$ cat src/design/uart_host_params.svh
// Register offsets, field positions and reset values of the host select block.
// Assumes it is included by its bare name from the design package and module.
`ifndef UART_HOST_PARAMS_SVH
`define UART_HOST_PARAMS_SVH

`define ADDR_DLL_SEL     3'h0
`define ADDR_DLM_IER     3'h1
`define ADDR_LCR         3'h3
`define ADDR_MCR         3'h4
`define ADDR_MSR         3'h6
`define ADDR_SCR         3'h7

`define LCR_WLS_LO       0
`define LCR_WLS_HI       1
`define LCR_PEN          3
`define LCR_EPS          4
`define LCR_DLAB         7
`define IER_MSI          3
`define MCR_AUTO_CTS     5
`define MSR_DCTS         0
`define MSR_CTS          4

`define REG_RESET        8'h00
`define DIV_RESET        16'h0000
`define PIN_BUNDLE_W     18

`endif

$ cat src/design/uart_host_pkg.sv
// Types shared by the host select block.
// Assumes the constants header sits beside it.
`include "uart_host_params.svh"

package uart_host_pkg;
    typedef logic [2:0]  reg_addr_t;
    typedef logic [7:0]  byte_t;
    typedef logic [15:0] divisor_t;
    typedef logic [1:0]  word_len_t;
endpackage

$ cat src/design/uart_host_select.sv
// Host register select, data bus, rate clock and clear-to-send logic of a UART.
// Assumes all host pins and the clear-to-send pin are asynchronous to mclk_i.
`timescale 1ns/1ps
`include "uart_host_params.svh"

module uart_host_select (
    input  wire logic                   mclk_i,
    input  wire logic                   resetn_i,
    input  wire logic [2:0]             register_select_lines_i,
    input  wire logic                   select_latch_strobe_n_i,
    input  wire logic                   chip_select_high_a_i,
    input  wire logic                   chip_select_high_b_i,
    input  wire logic                   chip_select_low_n_i,
    input  wire logic                   host_read_n_i,
    input  wire logic                   host_write_n_i,
    input  wire logic [7:0]             host_data_bus_i,
    output logic [7:0]                  host_data_bus_o,
    output logic                        host_data_bus_oe_o,
    input  wire logic                   cts_n_i,
    input  wire logic [7:0]             tx_char_i,
    output logic                        tx_rate_clock_out_o,
    output logic                        tx_rate_tick_o,
    output logic                        tx_enable_o,
    output logic                        modem_int_o,
    output logic [1:0]                  char_len_sel_o,
    output logic                        parity_enable_o,
    output logic                        parity_even_o,
    output logic                        parity_bit_o
);

    logic [`PIN_BUNDLE_W-1:0]  pins_meta_r;
    logic [`PIN_BUNDLE_W-1:0]  pins_sync_r;
    logic [5:0]                sel_hold_r;
    logic                      strobe_prev_r;
    logic                      rd_prev_r;
    logic                      wr_prev_r;
    logic                      cts_prev_r;
    uart_host_pkg::byte_t      ier_r;
    uart_host_pkg::byte_t      lcr_r;
    uart_host_pkg::byte_t      mcr_r;
    uart_host_pkg::byte_t      scr_r;
    uart_host_pkg::byte_t      rdata_r;
    uart_host_pkg::divisor_t   div_r;
    uart_host_pkg::divisor_t   cnt_r;
    logic                      dcts_r;
    logic                      oe_r;
    logic                      rate_clk_r;
    logic                      tick_r;

    // Two-flop synchronisation of every host and modem pin.
    wire [`PIN_BUNDLE_W-1:0] pins_raw = {cts_n_i, host_data_bus_i, host_write_n_i,
        host_read_n_i, select_latch_strobe_n_i, chip_select_low_n_i,
        chip_select_high_b_i, chip_select_high_a_i, register_select_lines_i};

    wire [5:0]               sel_cur  = pins_sync_r[5:0];
    wire                     strobe_s = pins_sync_r[6];
    wire                     rd_n_s   = pins_sync_r[7];
    wire                     wr_n_s   = pins_sync_r[8];
    wire [7:0]               wdata_s  = pins_sync_r[16:9];
    wire                     cts_n_s  = pins_sync_r[17];

    // Transparent while the strobe is low, held after its rising edge.
    wire                     strobe_hold = strobe_s & strobe_prev_r;
    wire [5:0]               sel_eff  = strobe_hold ? sel_hold_r : sel_cur;
    wire                     strobe_rise = strobe_s & ~strobe_prev_r;
    uart_host_pkg::reg_addr_t addr;
    assign addr = sel_eff[2:0];
    wire                     selected = sel_eff[3] & sel_eff[4] & ~sel_eff[5];

    wire                     rd_go = ~rd_n_s & rd_prev_r & selected;
    wire                     wr_go = ~wr_n_s & wr_prev_r & selected;
    wire                     dlab  = lcr_r[`LCR_DLAB];

    wire                     cts_chg  = cts_n_s ^ cts_prev_r;
    wire                     msr_read = rd_go & (addr == `ADDR_MSR);
    logic [7:0]              msr_val;
    always_comb begin
        msr_val             = `REG_RESET;
        msr_val[`MSR_CTS]   = ~cts_n_s;
        msr_val[`MSR_DCTS]  = dcts_r;
    end

    wire                     wr_dll = wr_go & dlab & (addr == `ADDR_DLL_SEL);
    wire                     wr_dlm = wr_go & dlab & (addr == `ADDR_DLM_IER);
    wire                     wr_ier = wr_go & ~dlab & (addr == `ADDR_DLM_IER);
    wire                     wr_lcr = wr_go & (addr == `ADDR_LCR);
    wire                     wr_mcr = wr_go & (addr == `ADDR_MCR);
    wire                     wr_scr = wr_go & (addr == `ADDR_SCR);

    logic [7:0] rd_mux;
    always_comb begin
        case (addr)
            `ADDR_DLL_SEL: rd_mux = dlab ? div_r[7:0] : `REG_RESET;
            `ADDR_DLM_IER: rd_mux = dlab ? div_r[15:8] : ier_r;
            `ADDR_LCR:     rd_mux = lcr_r;
            `ADDR_MCR:     rd_mux = mcr_r;
            `ADDR_MSR:     rd_mux = msr_val;
            `ADDR_SCR:     rd_mux = scr_r;
            default:       rd_mux = `REG_RESET;
        endcase
    end

    // Rate divider: one tick every divisor cycles; zero stops it.
    wire                     div_on   = (div_r != `DIV_RESET);
    wire                     cnt_last = (cnt_r == div_r - 16'h0001);
    wire                     clk_high = (cnt_r < {1'b0, div_r[15:1]});

    wire                     auto_cts = mcr_r[`MCR_AUTO_CTS];
    wire [7:0]               len_mask = 8'hff >> (2'h3 - lcr_r[`LCR_WLS_HI:`LCR_WLS_LO]);

    assign host_data_bus_o     = rdata_r;
    assign host_data_bus_oe_o  = oe_r;
    assign tx_rate_clock_out_o = rate_clk_r;
    assign tx_rate_tick_o      = tick_r;
    assign tx_enable_o         = ~auto_cts | ~cts_n_s;
    assign modem_int_o         = ier_r[`IER_MSI] & dcts_r & ~auto_cts;
    assign char_len_sel_o      = lcr_r[`LCR_WLS_HI:`LCR_WLS_LO];
    assign parity_enable_o     = lcr_r[`LCR_PEN];
    assign parity_even_o       = lcr_r[`LCR_EPS];
    assign parity_bit_o        = lcr_r[`LCR_PEN] & (^(tx_char_i & len_mask) ^ ~lcr_r[`LCR_EPS]);

    always_ff @(posedge mclk_i) begin
        pins_meta_r <= pins_raw;
        pins_sync_r <= pins_meta_r;
    end

    always_ff @(posedge mclk_i) begin
        if (!resetn_i) begin
            sel_hold_r    <= 6'h00;
            strobe_prev_r <= 1'b0;
            rd_prev_r     <= 1'b1;
            wr_prev_r     <= 1'b1;
        end else begin
            if (strobe_rise) begin
                sel_hold_r <= sel_cur;
            end
            strobe_prev_r <= strobe_s;
            rd_prev_r     <= rd_n_s;
            wr_prev_r     <= wr_n_s;
        end
    end

    always_ff @(posedge mclk_i) begin
        if (!resetn_i) begin
            ier_r <= `REG_RESET;
            lcr_r <= `REG_RESET;
            mcr_r <= `REG_RESET;
            scr_r <= `REG_RESET;
            div_r <= `DIV_RESET;
        end else begin
            if (wr_dll) div_r[7:0]  <= wdata_s;
            if (wr_dlm) div_r[15:8] <= wdata_s;
            if (wr_ier) ier_r <= wdata_s;
            if (wr_lcr) lcr_r <= wdata_s;
            if (wr_mcr) mcr_r <= wdata_s;
            if (wr_scr) scr_r <= wdata_s;
        end
    end

    always_ff @(posedge mclk_i) begin
        if (!resetn_i) begin
            rdata_r <= `REG_RESET;
            oe_r    <= 1'b0;
        end else begin
            if (rd_go) rdata_r <= rd_mux;
            oe_r <= rd_go | (oe_r & ~rd_n_s & selected);
        end
    end

    always_ff @(posedge mclk_i) begin
        if (!resetn_i) begin
            cts_prev_r <= 1'b1;
            dcts_r     <= 1'b0;
        end else begin
            cts_prev_r <= cts_n_s;
            dcts_r     <= cts_chg | (dcts_r & ~msr_read);
        end
    end

    always_ff @(posedge mclk_i) begin
        if (!resetn_i) begin
            cnt_r      <= `DIV_RESET;
            tick_r     <= 1'b0;
            rate_clk_r <= 1'b0;
        end else if (!div_on || cnt_last || cnt_r >= div_r) begin
            cnt_r      <= `DIV_RESET;
            tick_r     <= div_on;
            rate_clk_r <= 1'b0;
        end else begin
            cnt_r      <= cnt_r + 16'h0001;
            tick_r     <= 1'b0;
            rate_clk_r <= clk_high;
        end
    end

    // Checking logic.
    uart_host_pkg::divisor_t gap_r;
    logic                    gap_ok_r;
    always_ff @(posedge mclk_i) begin
        if (!resetn_i || wr_dll || wr_dlm) begin
            gap_r    <= `DIV_RESET;
            gap_ok_r <= 1'b0;
        end else if (tick_r) begin
            gap_r    <= `DIV_RESET;
            gap_ok_r <= 1'b1;
        end else begin
            gap_r    <= gap_r + 16'h0001;
        end
    end
endmodule

$ cat config.mk
export PLATFORM = sky130hd
export DESIGN_NAME = uart_host_select
export DESIGN_NICKNAME = d
export VERILOG_FILES = /design/src/design/uart_host_pkg.sv /design/src/design/uart_host_select.sv
export VERILOG_INCLUDE_DIRS = /design/src /design/src/design
export SDC_FILE = /design/constraint.sdc
export NUM_CORES = 1
export LEC_CHECK = 0
export BUFFER_PORTS_ARGS = -buffer_cell sky130_fd_sc_hd__buf_4
export CAP_MARGIN = 20
export CELL_PAD_IN_SITES_DETAIL_PLACEMENT = 0
export CELL_PAD_IN_SITES_GLOBAL_PLACEMENT = 2
export CORE_MARGIN = 2
export CORE_UTILIZATION = 35
export CTS_CLUSTER_DIAMETER = 40
export DETAILED_ROUTE_END_ITERATION = 7
export GPL_ROUTABILITY_DRIVEN = 0
export PLACE_DENSITY = 0.76
export SLEW_MARGIN = 20
export SYNTH_ARGS = -nofsm -noshare
export SYNTH_HDL_FRONTEND = slang
export SYNTH_SLANG_ARGS = --single-unit
$ cat constraint.sdc
create_clock -name mclk_i -period 3.4 [get_ports mclk_i]
set_clock_uncertainty 0.2 [all_clocks]
set_input_delay 0.85 -clock mclk_i [delete_from_list [all_inputs] [get_ports mclk_i]]
set_output_delay 0.85 -clock mclk_i [all_outputs]
set_load 0.01 [all_outputs]
==> results.py <==
metrics = {
    "yosys": {
        "netlist_area_sq_um": 6020,
        "synth-seq-cells": 122,
        "synthDistinctLibCells": 69,
        "ys_seq_area_share_pct": 40.6,
        "synth_edf_count": 0,
        "syn_area_per_cell_sq_um": 9.73,
        "ys.flop_type": "dfxtp_1",
        "syn_nets": 680,
        "syn-instance-count": 619,
        "synth.area.top_cells": "dfxtp_1 (41%), mux2i_1 (12%), ha_1 (6.9%)",
        "yosysTopAreaCellShare_pct": 40.6,
        "async_flop_share_pct": 0,
        "yosys.area.top_type": "dfxtp_1",
        "yosys_warnings": 0,
    },
    "setup_path": {
        "crit_fanout": 2,
        "timing.critical_path.buf_inv": 2,
        "criticalPathCategory": "in -> out",
        "critPathLaunchType": "primary input",
        "cp_common_cell": "xnor2_1",
        "crit_family": "XOR/XNOR gates",
        "startpoint": "tx_char_i[2]",
        "cpMaxStageDelayCell": "xnor2_1",
        "cp_cell_sequence": "buf_4, xnor2_1, xnor2_1, xnor2_1, nand3_1, and3b_1, buf_4",
        "cp.required_ns": 2.35,
        "r2r_start": "div_r[0]$_SDFFE_PN0P_",
        "setup.worst_path.end_class": "output port",
        "slowest_delay_ns": 0.18,
        "crit_arrival_ns": 1.88,
    },
    "cells_and_area": {
        "n_antenna_cell": 0,
        "final_common_cell": "dfxtp_1",
        "nNetsFinal": 718,
        "multi_input_area_sq_um": 3320,
        "num-fill-cells": 1652,
        "postLayoutCellArea_sq_um": 7170,
        "mostFrequentLayoutCells": "dfxtp_1 (122), mux2i_1 (69), nor2b_1 (58), buf_4 (55), ha_1 (33)",
        "seqCellArea_sq_um": 2440,
        "layout-drive-gt1-share_pct": 15.8,
        "area_delta_synth_final_pct": 19.0,
    },
    "global_route": {
        "grt_pass1_vias": 4610,
        "track_usage_pct": 17.3,
        "grt-ovfl-total": 0,
        "grt_start_max_net_pins": 39,
        "antenna_found_initial": 0,
        "grt_pass1_wl_um": 24500,
    },
    "power_and_ir_drop": {
        "p_comb_share_pct": 3.8,
        "power_density_nw_per_um2": 495,
        "vdd_drop_max_mv": 0.357,
        "p_switching_uw": 831,
        "p_int_uw": 2710,
        "power_frac_seq_pct": 42.1,
        "switching_share_pct": 23.4,
        "p_clk_share_pct": 54.2,
        "leakage_uw": 0.00284,
    },
    "cts": {
        "clkLatencyLatePin_ns": 0.42,
        "clk_pin_slew_ns": 0.06,
        "cts_setup_buffers": 0,
        "cts.sinks": 122,
        "cts-root-buf": "clkbuf_16",
        "htreeDepth": 4,
        "hold_buffers": 0,
        "cts_resized": 0,
        "cts_tree": "yes",
        "numCtsBuffers": 17,
        "clockBufferDepth": 2,
    },
    "timing": {
        "setup-violations-final": 0,
        "period_minus_slack_ns": 2.93,
        "rsz0062_at_grt": "no",
        "post-route-period-util_pct": 86.3,
        "slew_viol_final": 0,
        "fmax_ghz": 0.341,
        "worst_slew_pin_slew_ns": 1.05,
        "finalHoldViolations": 0,
        "fin_tns_setup_ns": 0,
        "slew_headroom_pct": 29.4,
    },
    "route": {
        "num_vias": 4612,
        "dr.first_iter.drc_count": 278,
        "drtPass1Iterations": 5,
        "ant_nets": 0,
        "wl_per_cell_um": 17.0,
        "drc": 0,
        "routed_wl_um": 15100,
        "vias_per_cell": 5.18,
    },
    "run_status": {
        "status": "completed",
    },
    "die": {
        "core_sq_um": 16700,
        "rows": 47,
        "initial_utilization_pct": 36.1,
        "dieArea_sq_um": 18300,
        "die_y_um": 135,
        "num_io_pins": 46,
        "die_x_um": 135,
    },
    "flow_run": {
        "max_cap_viol_count": 0,
    },
    "hold_path": {
        "worstHoldStart": "pins_meta_r[4]$_DFF_P_",
        "hold_class": "reg -> reg",
    },
    "placement": {
        "port_buffers": 45,
        "dpl_cell_area_sq_um": 6540,
        "dpl.hpwl_um": 11000,
    },
}
[cell type report]
class	count	area share, %
Clock buffer	17	5.94
Clock inverter	15	2.85
Inverter	22	1.15
Multi-Input combinational cell	439	46.4
Sequential cell	122	34.1
Tap cell	220	3.84
Timing Repair Buffer	55	5.76
[worst paths after layout]
| check | end | slack (ns) | cells after the start |
|---|---|---|---|
| min reg2reg | pins_sync_r[4]$_DFF_P_ | 0.12 | 0 |
| max reg2reg | cnt_r[5]$_SDFF_PP0_ | 0.57 | 9 |
| min | pins_sync_r[4]$_DFF_P_ | 0.12 | 0 |
| max | parity_bit_o | 0.47 | 7 |
[through the flow]
stage               utilization (%)  power (uW)  setup slack, ns  hold WS [ns]  instances
floorplan                         -        1590            0.747         0.110        619
global placement               39.1        1650            0.495         0.112        858
detailed placement             39.1        1660            0.460         0.114        858
CTS                            42.9        3590            0.451         0.125        890
global route                   42.9        3680            0.348         0.134        890
finish                         42.9        3550            0.467         0.123        890
[state kept, by name, indices dropped and copies added, names as in the netlist, 6 cells and up]
signal	cells
cnt_r	16
div_r	16
host_data_bus_o	8
ier_r	8
lcr_r	8
mcr_r	8
pins_meta_r	18
pins_sync_r	18
scr_r	8
sel_hold_r	6
[worst reg2reg max path, delay by kind of cell (launching register included)]
kind | cells | cell delay, ns
buffers and inverters | 2 | 0.38
and+or+nand+nor | 6 | 1.36
adders and majority gates | 1 | 0.32
DFF | 1 | 0.47
[power by group through the flow]
stage | clock, uW | combinational, uW | sequential (uW)
global placement | 0 | 132 | 1520
CTS | 1960 | 135 | 1490
detailed placement | 0 | 134 | 1520
floorplan | 0 | 82.5 | 1510
global route | 2040 | 145 | 1500
finish | 1920 | 134 | 1490
[per-layer routing]
metal / wire (um) / GRT usage (%)
met5: 0 / 0
met4: 114 / 4.63
met3: 440 / 4.08
met2: 6940 / 27.3
met1: 7600 / 23.8
[cells in the mapped netlist (5+ instances only)]
cell type / instances
xnor2_1: 28
nor4_1: 18
nor2_1: 24
buf_2: 13
o21ai_0: 14
nand2b_1: 6
clkbuf_1: 16
a211oi_1: 8
nor2b_1: 58
xor2_1: 11
nor3_1: 13
nand3_1: 17
ha_1: 33
inv_1: 22
nand2_1: 25
nand4_1: 11
mux2i_1: 70
dfxtp_1: 122
a21oi_1: 18
o22ai_1: 5
[cells by family after synthesis]
kind of cell,after synthesis,synth area share [%]
AO/OA/AOI/OAI,87,9.83
XOR/XNOR,39,5.67
adder cells (fa/ha/maj),33,6.86
buffers and inverters,58,4.40
flip-flops,122,40.6
multiplexers,73,12.2
AND/OR/NAND/NOR,207,20.5
(Power assumes the default switching activity.)
